### src/shared/vme_sysctl_pkg.sv
// Constants and types for the VMEbus system controller, requester and mailbox block.
// Assumes a 100 MHz core clock and a byte-addressed Avalon-MM register window.
package vme_sysctl_pkg;
  // ==========================================================================
  // Timing
  localparam int CLK_PERIOD_NS  = 10;
  localparam int NS_PER_US      = 1000;
  localparam int CYC_PER_US     = NS_PER_US / CLK_PERIOD_NS;
  localparam int ARB_TO_SHORT_US = 16;
  localparam int ARB_TO_LONG_US  = 256;
  localparam int BTO_MIN_US     = 4;
  localparam int BTO_MAX_US     = 1024;
  localparam int SYSCLK_HALF    = 3;   // Half period of the backplane clock, cycles
  // ==========================================================================
  // Register byte offsets
  localparam logic [5:0] OFF_CTRL     = 6'h00;
  localparam logic [5:0] OFF_BTO      = 6'h04;
  localparam logic [5:0] OFF_REQ      = 6'h08;
  localparam logic [5:0] OFF_STAT     = 6'h0C;
  localparam logic [5:0] OFF_INT_STAT = 6'h10;
  localparam logic [5:0] OFF_INT_CLR  = 6'h14;
  localparam logic [5:0] OFF_INT_EN   = 6'h18;
  localparam logic [5:0] OFF_ROUTE    = 6'h1C;
  localparam logic [5:0] OFF_MBX_BASE = 6'h20;
  // ==========================================================================
  // Control fields and reset values
  localparam int CTRL_SYSCON_BIT = 0;
  localparam int CTRL_ARB_LSB    = 1;
  localparam int CTRL_ATO_BIT    = 3;
  localparam int CTRL_LVL_LSB    = 4;
  localparam int CTRL_POL_LSB    = 6;
  localparam logic [7:0]  CTRL_RST = 8'h00;
  localparam logic [10:0] BTO_RST  = 11'h040;
  // ==========================================================================
  // Interrupt events
  localparam int EV_ARB_TO  = 0;
  localparam int EV_BTO     = 1;
  localparam int EV_MBX_LSB = 2;
  localparam int NUM_EV     = 6;
  localparam int NUM_MBX    = 4;
  // ==========================================================================
  // Modes and states
  typedef enum logic [1:0] {arb_round_robin, arb_single_level, arb_fixed_priority} arb_mode_t;
  typedef enum logic [1:0] {
    release_when_requested, release_after_transfer, capture_and_hold
  } policy_t;
  typedef enum logic [1:0] {ARB_IDLE, ARB_GRANT, ARB_BUSY} arb_state_t;
endpackage

### src/rtl/vme_sysctl_requester_mailbox.sv
// Slot-1 system controller, bus requester and four shared mailboxes for VMEbus.
// Assumes backplane pins are synchronous to clock; open-drain pins are split
// into an active-low level input and an output enable that pulls the line low.
`timescale 1ns/10ps

// Contract
// - System controller can be enabled or disabled
// - Arbiter: round robin, single level, priority
// - Controller drives SYSCLK, IACK chain, access timer
// - Grant without BBSY in 16/256 us flags
// - Request on software-chosen level BR3..BR0
// - Release on request, when done, or hold
// - Four 32-bit mailboxes shared by both sides
// - VMEbus mailbox access raises local interrupt
// - Access timeout programmable 4 to 1024 us
// - Mailbox and other interrupts routable INTA/SERR
module vme_sysctl_requester_mailbox
  import vme_sysctl_pkg::*;
#(
  parameter int TICK_CYCLES = CYC_PER_US  // Cycles per microsecond tick
) (
  input  wire logic        clock,          // Core clock, 100 MHz
  input  wire logic        sys_rst,        // Synchronous reset, high
  input  wire logic [5:0]  avs_address,    // Byte address
  input  wire logic        avs_read,       // Read request
  input  wire logic        avs_write,      // Write request
  input  wire logic [31:0] avs_writedata,  // Write data
  input  wire logic [3:0]  avs_byteenable, // Write byte lanes
  output logic      [31:0] avs_readdata,   // Read data
  output logic             avs_waitrequest,// Stall
  input  wire logic [3:0]  br_n,           // BR3..BR0 line levels
  output logic      [3:0]  br_oe,          // Pull BR lines low
  input  wire logic        bbsy_n,         // BBSY line level
  output logic             bbsy_oe,        // Pull BBSY low
  input  wire logic [3:0]  bgin_n,         // Grant daisy chain in
  output logic      [3:0]  bgout_n,        // Grant daisy chain out
  input  wire logic        as_n,           // Address strobe level
  input  wire logic        dtack_n,        // Data acknowledge level
  input  wire logic        berr_n,         // Bus error level
  output logic             berr_oe,        // Pull BERR low
  input  wire logic        iack_n,         // IACK line level
  output logic             iackout_n,      // Daisy chain start
  output logic             sysclk,         // Backplane clock
  output logic             sysclk_oe,      // SYSCLK driver enable
  input  wire logic        loc_busy,       // Local transfers pending
  output logic             vme_owned,      // We hold the bus
  input  wire logic [1:0]  mbx_vme_sel,    // Mailbox picked by VME slave
  input  wire logic        mbx_vme_wr,     // VME master writes mailbox
  input  wire logic        mbx_vme_rd,     // VME master reads mailbox
  input  wire logic [31:0] mbx_vme_wdata,  // VME write data
  output logic      [31:0] mbx_vme_rdata,  // VME read data
  output logic             irq,            // Any enabled event
  output logic             inta_n,         // PCI INTA#
  output logic             serr_n          // PCI SERR#
);

  // ==========================================================================
  // Helper functions
  // Level number to one-hot line mask
  function automatic logic [3:0] onehot(input logic [1:0] lvl);
    onehot = 4'h1 << lvl;
  endfunction

  // Pick the first request counting down from last-1; {found, level}
  function automatic logic [2:0] pick(input logic [3:0] req, input logic [1:0] last);
    logic [1:0] idx;
    pick = 3'h0;
    for (int i = 4; i >= 1; i--) begin
      idx = last - 2'(i);
      if (req[idx]) begin
        pick = {1'b1, idx};
      end
    end
  endfunction

  // Byte-lane merge of a write into a stored word
  function automatic logic [31:0] merge(input logic [31:0] old, input logic [31:0] nw,
                                        input logic [3:0] be);
    for (int b = 0; b < 4; b++) begin
      merge[8*b +: 8] = be[b] ? nw[8*b +: 8] : old[8*b +: 8];
    end
  endfunction

  // ==========================================================================
  // Register bus slave: one wait cycle per access
  logic              ack_r;                 // Second cycle of an access
  logic [7:0]        ctrl_r;                // Control register
  logic [10:0]       bto_r;                 // Access timeout, us
  logic              req_r;                 // Software bus request
  logic [NUM_EV-1:0] stat_r;                // Sticky events
  logic [NUM_EV-1:0] en_r;                  // Event enables
  logic [1:0]        route_r;               // 1 sends to SERR
  logic [31:0]       mbx_r [NUM_MBX];       // Mailbox words
  logic [31:0]       rd_mux;                // Read selection
  logic [31:0]       wmerge;                // Write data after lanes
  logic [31:0]       bto_wr;                // Timeout word after lanes
  logic              wr_go;                 // Write takes effect
  logic [NUM_EV-1:0] ev;                    // Event pulses
  logic [NUM_EV-1:0] clr;                   // Clear mask
  arb_state_t        arb_st_r;              // Arbiter state, GRANT flag read back in STAT

  assign avs_waitrequest = (avs_read | avs_write) & ~ack_r;
  assign wr_go  = avs_write & ack_r;
  assign wmerge = merge(32'h0, avs_writedata, avs_byteenable);
  // Lane merge kept as a named word so only the stored bits are taken
  assign bto_wr = merge({21'h0, bto_r}, avs_writedata, avs_byteenable);

  // Ack toggles so every request sees exactly one stalled cycle
  always_ff @(posedge clock) begin
    if (sys_rst) begin
      ack_r <= 1'b0;
    end else begin
      ack_r <= (avs_read | avs_write) & ~ack_r;
    end
  end

  // Unmapped offsets read zero
  assign rd_mux =
    (avs_address == OFF_CTRL)     ? {24'h0, ctrl_r} :
    (avs_address == OFF_BTO)      ? {21'h0, bto_r} :
    (avs_address == OFF_REQ)      ? {31'h0, req_r} :
    (avs_address == OFF_STAT)     ? {29'h0, arb_st_r == ARB_GRANT, berr_oe, vme_owned} :
    (avs_address == OFF_INT_STAT) ? {26'h0, stat_r} :
    (avs_address == OFF_INT_EN)   ? {26'h0, en_r} :
    (avs_address == OFF_ROUTE)    ? {30'h0, route_r} :
    (avs_address[5:4] == OFF_MBX_BASE[5:4] && avs_address[1:0] == 2'h0)
                                  ? mbx_r[avs_address[3:2]] : 32'h0;

  // Read data captured in the stalled cycle, stands until the next read
  always_ff @(posedge clock) begin
    if (sys_rst) begin
      avs_readdata <= 32'h0;
    end else if (avs_read && !ack_r) begin
      avs_readdata <= rd_mux;
    end
  end

  // Control registers; the request bit is the only one software keeps toggling
  always_ff @(posedge clock) begin
    if (sys_rst) begin
      ctrl_r  <= CTRL_RST;
      bto_r   <= BTO_RST;
      req_r   <= 1'b0;
      en_r    <= '0;
      route_r <= 2'h0;
    end else if (wr_go) begin
      if (avs_address == OFF_CTRL && avs_byteenable[0]) ctrl_r <= avs_writedata[7:0];
      if (avs_address == OFF_BTO) bto_r <= bto_wr[10:0];
      if (avs_address == OFF_REQ && avs_byteenable[0]) req_r <= avs_writedata[0];
      if (avs_address == OFF_INT_EN && avs_byteenable[0]) en_r <= avs_writedata[5:0];
      if (avs_address == OFF_ROUTE && avs_byteenable[0]) route_r <= avs_writedata[1:0];
    end
  end

  // ==========================================================================
  // Decoded configuration
  logic       syscon;                       // Controller role on
  arb_mode_t  arb_mode;                     // Arbitration scheme
  policy_t    policy;                       // Release policy
  logic [1:0] req_lvl;                      // Our request level
  logic [8:0] ato_lim;                      // Arbitration timeout, us
  logic [10:0] bto_eff;                     // Clamped access timeout

  assign syscon   = ctrl_r[CTRL_SYSCON_BIT];
  assign arb_mode = arb_mode_t'(ctrl_r[CTRL_ARB_LSB +: 2]);
  assign policy   = policy_t'(ctrl_r[CTRL_POL_LSB +: 2]);
  assign req_lvl  = ctrl_r[CTRL_LVL_LSB +: 2];
  assign ato_lim  = ctrl_r[CTRL_ATO_BIT] ? 9'(ARB_TO_LONG_US) : 9'(ARB_TO_SHORT_US);
  assign bto_eff  = (bto_r < 11'(BTO_MIN_US)) ? 11'(BTO_MIN_US) :
                    (bto_r > 11'(BTO_MAX_US)) ? 11'(BTO_MAX_US) : bto_r;

  // ==========================================================================
  // Microsecond tick shared by both timers
  logic [15:0] tick_cnt_r;                  // Prescaler
  logic        tick;                        // One cycle per us

  assign tick = (tick_cnt_r == 16'(TICK_CYCLES - 1));

  always_ff @(posedge clock) begin
    if (sys_rst || tick) begin
      tick_cnt_r <= 16'h0;
    end else begin
      tick_cnt_r <= tick_cnt_r + 16'h1;
    end
  end

  // ==========================================================================
  // Arbiter
  logic [1:0] gnt_lvl_r;                    // Level granted
  logic [1:0] last_r;                       // Last served, for rotation
  logic [8:0] ato_cnt_r;                    // Grant wait, us
  logic [2:0] win;                          // Chosen request
  logic [3:0] arb_gnt;                      // Grant lines from arbiter
  logic       ato_hit;                      // Grant waited too long

  assign win = (arb_mode == arb_round_robin)  ? pick(~br_n, last_r) :
               (arb_mode == arb_single_level) ? pick(~br_n & 4'h8, 2'h0) :
                                                pick(~br_n, 2'h0);
  // grant only in GRANT, single level
  assign arb_gnt = (arb_st_r == ARB_GRANT) ? onehot(gnt_lvl_r) : 4'h0;
  assign ato_hit = tick && (ato_cnt_r == ato_lim - 9'h1);

  // Grant, wait for BBSY, then wait for its release
  always_ff @(posedge clock) begin
    if (sys_rst || !syscon) begin
      arb_st_r  <= ARB_IDLE;
      gnt_lvl_r <= 2'h0;
      last_r    <= 2'h0;
      ato_cnt_r <= 9'h0;
    end else begin
      unique case (arb_st_r)
        ARB_IDLE: begin
          ato_cnt_r <= 9'h0;
          // Only a free bus gets a new grant
          if (bbsy_n && win[2]) begin
            arb_st_r  <= ARB_GRANT;
            gnt_lvl_r <= win[1:0];
          end
        end
        ARB_GRANT: begin
          if (!bbsy_n) begin
            arb_st_r <= ARB_BUSY;
          end else if (ato_hit) begin
            arb_st_r <= ARB_IDLE;
          end else if (tick) begin
            ato_cnt_r <= ato_cnt_r + 9'h1;
          end
        end
        ARB_BUSY: begin
          if (bbsy_n) begin
            arb_st_r <= ARB_IDLE;
            last_r   <= gnt_lvl_r;
          end
        end
        default: arb_st_r <= ARB_IDLE;
      endcase
    end
  end

  // ==========================================================================
  // Requester
  logic       own_r;                        // Bus held
  logic       asking;                       // Driving our BR line
  logic [3:0] gin;                          // Grants reaching us
  logic [3:0] take;                         // Grant kept, not passed on
  logic       other_req;                    // Someone else requests
  logic       release_now;                  // Policy says let go

  assign asking    = req_r & ~own_r;
  assign br_oe     = asking ? onehot(req_lvl) : 4'h0;
  // As slot 1 our arbiter feeds the head of the chain
  assign gin       = syscon ? arb_gnt : ~bgin_n;
  assign take      = asking ? onehot(req_lvl) : 4'h0;
  assign bgout_n   = ~(gin & ~take);
  // Our own line is released while we own, so any BR seen is another master
  assign other_req = |(~br_n);
  assign release_now = !loc_busy && (
    (policy == release_when_requested) ? (other_req || !req_r) :
    (policy == release_after_transfer) ? 1'b1 : !req_r);

  always_ff @(posedge clock) begin
    if (sys_rst) begin
      own_r <= 1'b0;
    end else if (asking && |(gin & take)) begin
      own_r <= 1'b1;
    end else if (own_r && release_now) begin
      own_r <= 1'b0;
    end
  end

  assign bbsy_oe   = own_r;
  assign vme_owned = own_r;

  // ==========================================================================
  // Access timeout, SYSCLK and IACK chain
  logic [10:0] bto_cnt_r;                   // Strobe age, us
  logic        berr_r;                      // Bus error driven
  logic [1:0]  div_r;                       // SYSCLK divider
  logic        sysclk_r;                    // SYSCLK level
  logic        berr_d_r;                    // BERR one cycle late, for edge

  // time out stuck cycles; hold BERR until the strobe drops
  always_ff @(posedge clock) begin
    if (sys_rst || !syscon || as_n) begin
      bto_cnt_r <= 11'h0;
      berr_r    <= 1'b0;
    end else if (!dtack_n && !berr_r) begin
      bto_cnt_r <= 11'h0;
    end else if (tick && !berr_r) begin
      if (bto_cnt_r == bto_eff - 11'h1) begin
        berr_r <= 1'b1;
      end
      bto_cnt_r <= bto_cnt_r + 11'h1;
    end
  end

  assign berr_oe = berr_r;

  // Delayed copy so the event fires once per timeout, not per cycle held
  always_ff @(posedge clock) begin
    if (sys_rst) begin
      berr_d_r <= 1'b0;
    end else begin
      berr_d_r <= berr_r;
    end
  end

  // SYSCLK divider; divide ratio is a trade against exact 16 MHz
  always_ff @(posedge clock) begin
    if (sys_rst) begin
      div_r    <= 2'h0;
      sysclk_r <= 1'b0;
    end else if (div_r == 2'(SYSCLK_HALF - 1)) begin
      div_r    <= 2'h0;
      sysclk_r <= ~sysclk_r;
    end else begin
      div_r <= div_r + 2'h1;
    end
  end

  assign sysclk    = sysclk_r;
  // drivers off when another board is slot 1
  assign sysclk_oe = syscon;
  // start of the IACK daisy chain
  assign iackout_n = syscon ? iack_n : 1'b1;

  // ==========================================================================
  // Mailboxes
  logic [NUM_MBX-1:0] mbx_ev;               // VME side touched a box

  // each box written from either side, VME wins a tie
  for (genvar g = 0; g < NUM_MBX; g++) begin : g_mbx
    assign mbx_ev[g] = (mbx_vme_wr | mbx_vme_rd) && (mbx_vme_sel == 2'(g));
    always_ff @(posedge clock) begin
      if (sys_rst) begin
        mbx_r[g] <= 32'h0;
      end else if (mbx_vme_wr && mbx_vme_sel == 2'(g)) begin
        mbx_r[g] <= mbx_vme_wdata;
      end else if (wr_go && avs_address == OFF_MBX_BASE + 6'(4 * g)) begin
        mbx_r[g] <= merge(mbx_r[g], avs_writedata, avs_byteenable);
      end
    end
  end

  always_ff @(posedge clock) begin
    if (sys_rst) begin
      mbx_vme_rdata <= 32'h0;
    end else if (mbx_vme_rd) begin
      mbx_vme_rdata <= mbx_r[mbx_vme_sel];
    end
  end

  // ==========================================================================
  // Interrupts: set beats clear in the same cycle
  logic [NUM_EV-1:0] act;                   // Enabled and pending
  logic [NUM_EV-1:0] to_serr;               // Per-event routing

  assign ev  = {mbx_ev, berr_r & ~berr_d_r, (arb_st_r == ARB_GRANT) & bbsy_n & ato_hit};
  assign clr = (wr_go && avs_address == OFF_INT_CLR) ? wmerge[NUM_EV-1:0] : '0;
  assign act = stat_r & en_r;
  // mailbox and other events route apart
  assign to_serr = {{NUM_MBX{route_r[0]}}, {2{route_r[1]}}};

  always_ff @(posedge clock) begin
    if (sys_rst) begin
      stat_r <= '0;
    end else begin
      stat_r <= (stat_r & ~clr) | ev;
    end
  end

  assign irq    = |act;
  assign inta_n = ~|(act & ~to_serr);
  assign serr_n = ~|(act & to_serr);
endmodule // vme_sysctl_requester_mailbox

### config.mk
export PLATFORM = sky130hd
export DESIGN_NAME = vme_sysctl_requester_mailbox
export DESIGN_NICKNAME = d
export VERILOG_FILES = /design/src/shared/vme_sysctl_pkg.sv /design/src/rtl/vme_sysctl_requester_mailbox.sv
export SDC_FILE = /design/constraint.sdc
export NUM_CORES = 1
export LEC_CHECK = 0
export BUFFER_PORTS_ARGS = -buffer_cell sky130_fd_sc_hd__buf_4
export CORE_UTILIZATION = 35
export DETAILED_ROUTE_END_ITERATION = 16
export GPL_TIMING_DRIVEN = 1
export PLACE_DENSITY = 0.55
export SLEW_MARGIN = 0
export SYNTH_ARGS = -nofsm -noshare
export SYNTH_HDL_FRONTEND = slang
export SYNTH_SLANG_ARGS = --single-unit
### constraint.sdc
create_clock -name clock -period 6.5 [get_ports clock]
set_input_delay 1.95 -clock clock [delete_from_list [all_inputs] [get_ports clock]]
set_output_delay 1.95 -clock clock [all_outputs]
set_load 0.02 [all_outputs]
Word-level counts from Yosys, hierarchy flattened:

Memories as Yosys holds them, arrays and structs flattened. A register that Yosys moved wholly into a read port is not among the register bits.
Cells that the tools add are included.

* bits in registers: 115
* memory bits (writable): 128
* output and inout bits: 82
* logic and storage cells: 324
* memories: 1

Memory list
* mbx_r: depth 4, bits a word 32, read ports 2, clocked after memory_dff 1, wr ports 4, line vme_sysctl_requester_mailbox.sv:93 `logic [31:0] mbx_r [NUM_MBX];`

* add/subtract/negate cells: 9
* $lt $le $gt $ge: 6
* eq/ne operators: 45
* shift operators: 2
* multiplexer cells: 115
* bitwise operators: 46
* reduce and logical (&&, ||, !) cells: 80

Operators by type and width (number)
* 32-bit 2-to-1 mux: 12
* 8-bit 2-to-1 mux: 32
* 2-bit AND reduction: 22
* 1-bit 2-to-1 mux: 39
* 9-bit 2-to-1 mux: 4
* 3-bit 2-to-1 mux: 11
* 1-bit logical AND: 26
* 6-bit AND: 4
* 6-bit by 5-bit equality test with 1-bit output (second input constant): 4
* 6-bit equality test (second input constant): 4
* 11-bit 2-to-1 mux: 2
* 1-bit bitwise OR: 22
* 9-bit case mux with 2 select lines: 1
* 6-bit OR reduction: 3
* 16-bit by 1-bit adder with 16-bit output (second input constant): 1
* 16-bit by 7-bit equality test with 1-bit output (second input constant): 1
* 1-bit != test (second input constant): 16
* 4-bit NOT: 4
* 6-bit by 4-bit equality test with 1-bit output (second input constant): 2
* 2-bit by 3-bit less-than comparator with 1-bit output (second input constant): 4
* 4-bit 2-to-1 mux: 3
* 6-bit 2-to-1 mux: 2
* 6-bit NOT: 2
* 3-bit AND reduction: 4
* 32 further kinds: 78

Depth between registers and ports, before layout:

* depth in word-level cells: 11
* mapped depth: 12
* mapped depth without buffers: 10

Least setup slack after synthesis:

OpenSTA, ideal clock, no wires.

* kind: input-to-output
* from: in bgin_n[1]
* to: out bgout_n[1]
* arrival: 2.365 ns
* data required time: 4.550 ns
* path slack: 2.185 ns
* stages: 2
* cells stage by stage: o22ai_1 > o21ai_0

* longest elaborated chain between the ends: 4

RTL lines
* start: declaration: line vme_sysctl_requester_mailbox.sv:35 `input wire logic [3:0] bgin_n,`
* 4-bit NOT: line vme_sysctl_requester_mailbox.sv:252 `assign gin = syscon ? arb_gnt : ~bgin_n;`
* 4-bit 2-to-1 mux: line vme_sysctl_requester_mailbox.sv:252
* 4-bit AND: line vme_sysctl_requester_mailbox.sv:254 `assign bgout_n = ~(gin & ~take);`
* 4-bit NOT: line vme_sysctl_requester_mailbox.sv:254
* end: declaration: line vme_sysctl_requester_mailbox.sv:36 `output logic [3:0] bgout_n,`

No other way between the ends.

==> out/metrics.csv <==
stage,metric,value,unit
setup_path,CP Cell Sequence,buf_4 > nand2b_1 > nor4b_1 > and2_1 > nand2b_1,
setup_path,crit end category,register,
routing,final WL,41000,um
cts,clk sinks,275,
yosys,synth top area cells,"edfxtp_1 28%, dfxtp_1 21%, mux4_2 10%, a22o_1 8.2%, mux2i_1 4.1%",
cts,Clock Path Buffers,3,
die,initial cell density of the core,35.6,%
die,die height,201,um
yosys,Post-Synthesis Cells,1240,
routing,drt pass-1 iters,5,
routing,Iter 0 DRT Violations,873,
sta,skew final,30.9,ps
yosys,syn nets,1341,
sta,crit share post-route,71.9,%
setup_path,number of buffers and inverters on the critical path,1,
sta,RSZ-0062 raised after global routing,no,
setup_path,R2R Setup Slk,3350,ps
cells_and_area,layout cells sized above 1,23.1,%
cts,hold_buf cts,0,
worst_hold_path,hold crit path type,reg2reg,
die,IO Count,178,
yosys,Most used DFF post-synth,dfxtp_1,
yosys,number of flops mapped to enable cells by yosys,128,
cts,CTS tree,yes,
sta,Final Hold Viols,0,
global_routing,vias in the first global route,10500,
cts,H-tree levels,1,
setup_path,CP max-delay cell,nor4b_1,
sta,worst slew pin tran,1130,ps
sta,Max Slew Vio Count,0,
setup_path,CP Capture Point,mbx_r[1][5],
cts,clock-pin slew on the worst setup and hold paths,60,ps
sta,Sum Neg Setup Slack,0,ps
run_status,status,"complete, no violations",
power_and_ir_drop,pwr/cell area,248,nW/um^2
yosys,cell accounting for the most synthesized area,edfxtp_1,
die,Core Area,38800,sq um
die,die area,40300,sq um
cts,Root Buffer,clkbuf_16,
setup_path,crit path kind,in2reg,
setup_path,kind of cell adding the most delay to the critical path,simple AND/OR/NAND/NOR gates,
routing,Wirelength per Cell,21.6,um
routing,Antenna Nets Post-Route,0,
cts,Post CTS Setup Buffer Count,0,
cells_and_area,NumNets Final,1459,
setup_path,Worst path most repeated cell,nand2b_1,
power_and_ir_drop,Peak VDD IR,0.199,mV
setup_path,Crit. path cell count,5,
routing,DRC Markers,0,
place,DP HPWL,27900,um
place,GP Congestion,0.844,
global_routing,global router's overall resource usage,20.2,%
cells_and_area,area delta synth->final,19.9,%
setup_path,CP startpoint kind,input pin,
yosys,Ys Warns,0,
die,die width,201,um
setup_path,Critical Path Fanout Max,48,
setup_path,cells on worst reg2reg path,10,
setup_path,crit path DAT,4890,ps
yosys,Yosys reg bits,275,
sta,fmax,214,MHz
yosys,post-synth top area share,27.8,%
cts,number of CTS-inserted buffers,31,
global_routing,initial antenna violation count,2,
yosys,post-synthesis async set-or-reset flop share,0,%
cts,later-pin clock latency in the skew report,600,ps
yosys,"Cell Area, Synth",13800,sq um
power_and_ir_drop,Pwr Total,0.00411,W
global_routing,first-pass GRT wire length,63100,um
yosys,Mean Syn Cell Area,11.2,sq um
run,number of max-cap violations,0,
setup_path,RR Endpoint,berr_oe,
cells_and_area,Layout Utilization,42.7,%
setup_path,Max stage delay on crit path,980,ps
yosys,sequential share of the synthesized area,49.1,%
global_routing,global route overflow,0,
setup_path,"Req. time, crit path",6720,ps
setup_path,RR Startpoint,bto_r[5],
die,FP Rows,72,
power_and_ir_drop,leak pwr,6.31,nW
setup_path,Setup crit start,avs_address[2],
routing,DR vias/cell,5.59,
place,number of port buffers,176,
routing,via count,10600,
yosys,Unique masters post-synth,70,
sta,Finish-stage setup viols,0,
global_routing,largest net degree at the start of global routing,82,
sta,fin crit period,4670,ps
sta,Slew headroom,23.5,%
cts,CTS resizes,0,
==> power by group <==
part | internal (W) | switching (W)
Clock | 0.00109 | 0.000727
Combinational | 0.000163 | 0.000220
Sequential | 0.00187 | 0.0000319
Total | 0.00313 | 0.000979
==> synthesized netlist by cell type, types with 3 or more instances <==
cell / count
and3_1: 13
clkbuf_1: 87
nor3b_1: 4
a221oi_1: 10
nor4b_1: 3
a211oi_1: 10
mux2i_1: 56
ha_1: 5
o21ai_0: 21
o22ai_1: 8
buf_2: 6
mux4_2: 64
xor2_1: 16
nand3_1: 20
o211ai_1: 5
or3_1: 13
nand2b_1: 32
a211o_1: 4
a22oi_1: 30
xnor2_1: 16
dfxtp_1: 147
nor2b_1: 8
and2_1: 18
nor3_1: 23
nand2_1: 63
a22o_1: 129
a21oi_1: 44
nor4_1: 5
buf_1: 9
or4_1: 8
nand3b_1: 4
and4_1: 3
a31oi_1: 8
edfxtp_1: 128
nor2_1: 146
inv_1: 22
nand4_1: 11
==> how the worst min path moves through the flow <==
stage	from	to	slack, ps	depth (start not counted)
global route	div_r[0]	div_r[0]	470	1
floorplan	div_r[0]	div_r[0]	390	1
CTS	div_r[0]	div_r[0]	420	1
detailed placement	div_r[0]	div_r[0]	410	1
global placement	div_r[0]	div_r[0]	400	1
finish	div_r[0]	div_r[0]	430	1
==> metrics by stage <==
| step | hold slack, ps | instance area [sq um] | std cells | setup slack (ps) |
|---|---|---|---|---|
| after global routing | 466 | 16600 | 1901 | 1710 |
| final | 425 | 16600 | 1902 | 1830 |
| after detailed placement | 407 | 15500 | 1843 | 1240 |
| after global placement | 402 | 15500 | 1843 | 1250 |
| after CTS | 420 | 16600 | 1901 | 1860 |
| after floorplan | 391 | 13800 | 1240 | 2190 |
==> worst register-to-register path, cell delays in order, from the launching register on <==
cell and delay, ps:
dfxtp_1 410, nor2_1 530, a31oi_1 210, nand2_1 140
ha_1 370, or3b_2 480, a31oi_1 250, a21oi_1 100
nor4b_1 330, nand4_1 140, o21ai_1 130
==> state kept, by name (all words and copies together) (netlist names), 6 cells and up <==
register and cells:
ctrl_r 8, mbx_vme_rdata 32, en_r 6, ato_cnt_r 9, stat_r 6, tick_cnt_r 16
bto_cnt_r 11, avs_readdata 32, bto_r 11, mbx_r 128
==> logic make-up after synthesis <==
logic type / after synthesis / share of synthesized area, %
AOI/OAI and AO/OA: 297 / 16.5
DFF: 275 / 49.1
muxes: 121 / 14.6
adders and majority gates: 5 / 0.452
buffers and inverters: 126 / 3.50
and+or+nand+nor: 384 / 13.9
xor gates and xnor gates: 32 / 2.03
==> layer usage <==
layer  global-route usage (%)  wire length (um)  vias up
met1                     26.8             18000     5255
met3                     3.62              2430       77
met2                     33.2             19500      311
met5                        0                17        -
met4                     6.73              1050        2
li1                         -                 -     4991
==> layout make-up <==
class                      count  area [sq um]
fill                        3676         22200
sequential                   275          6790
multi-input combinational    839          6590
timing repair buffer         188          1410
clock buffer                  50           927
tap                          518           648
clock inverter                 8           130
inverter                      23          86.3
antenna                        1          2.50
==> cell usage in the layout, fill, tap and decap left out, types with 21 or more instances in the layout <==
cell	instances
a21oi_1	44
a22o_1	129
a22oi_1	30
buf_4	188
clkbuf_16	31
dfxtp_1	147
edfxtp_1	128
inv_1	22
mux2i_1	56
mux4_2	64
nand2_1	63
nand2b_1	32
nor2_1	144
o21ai_0	21
(Power assumes the default switching activity.)
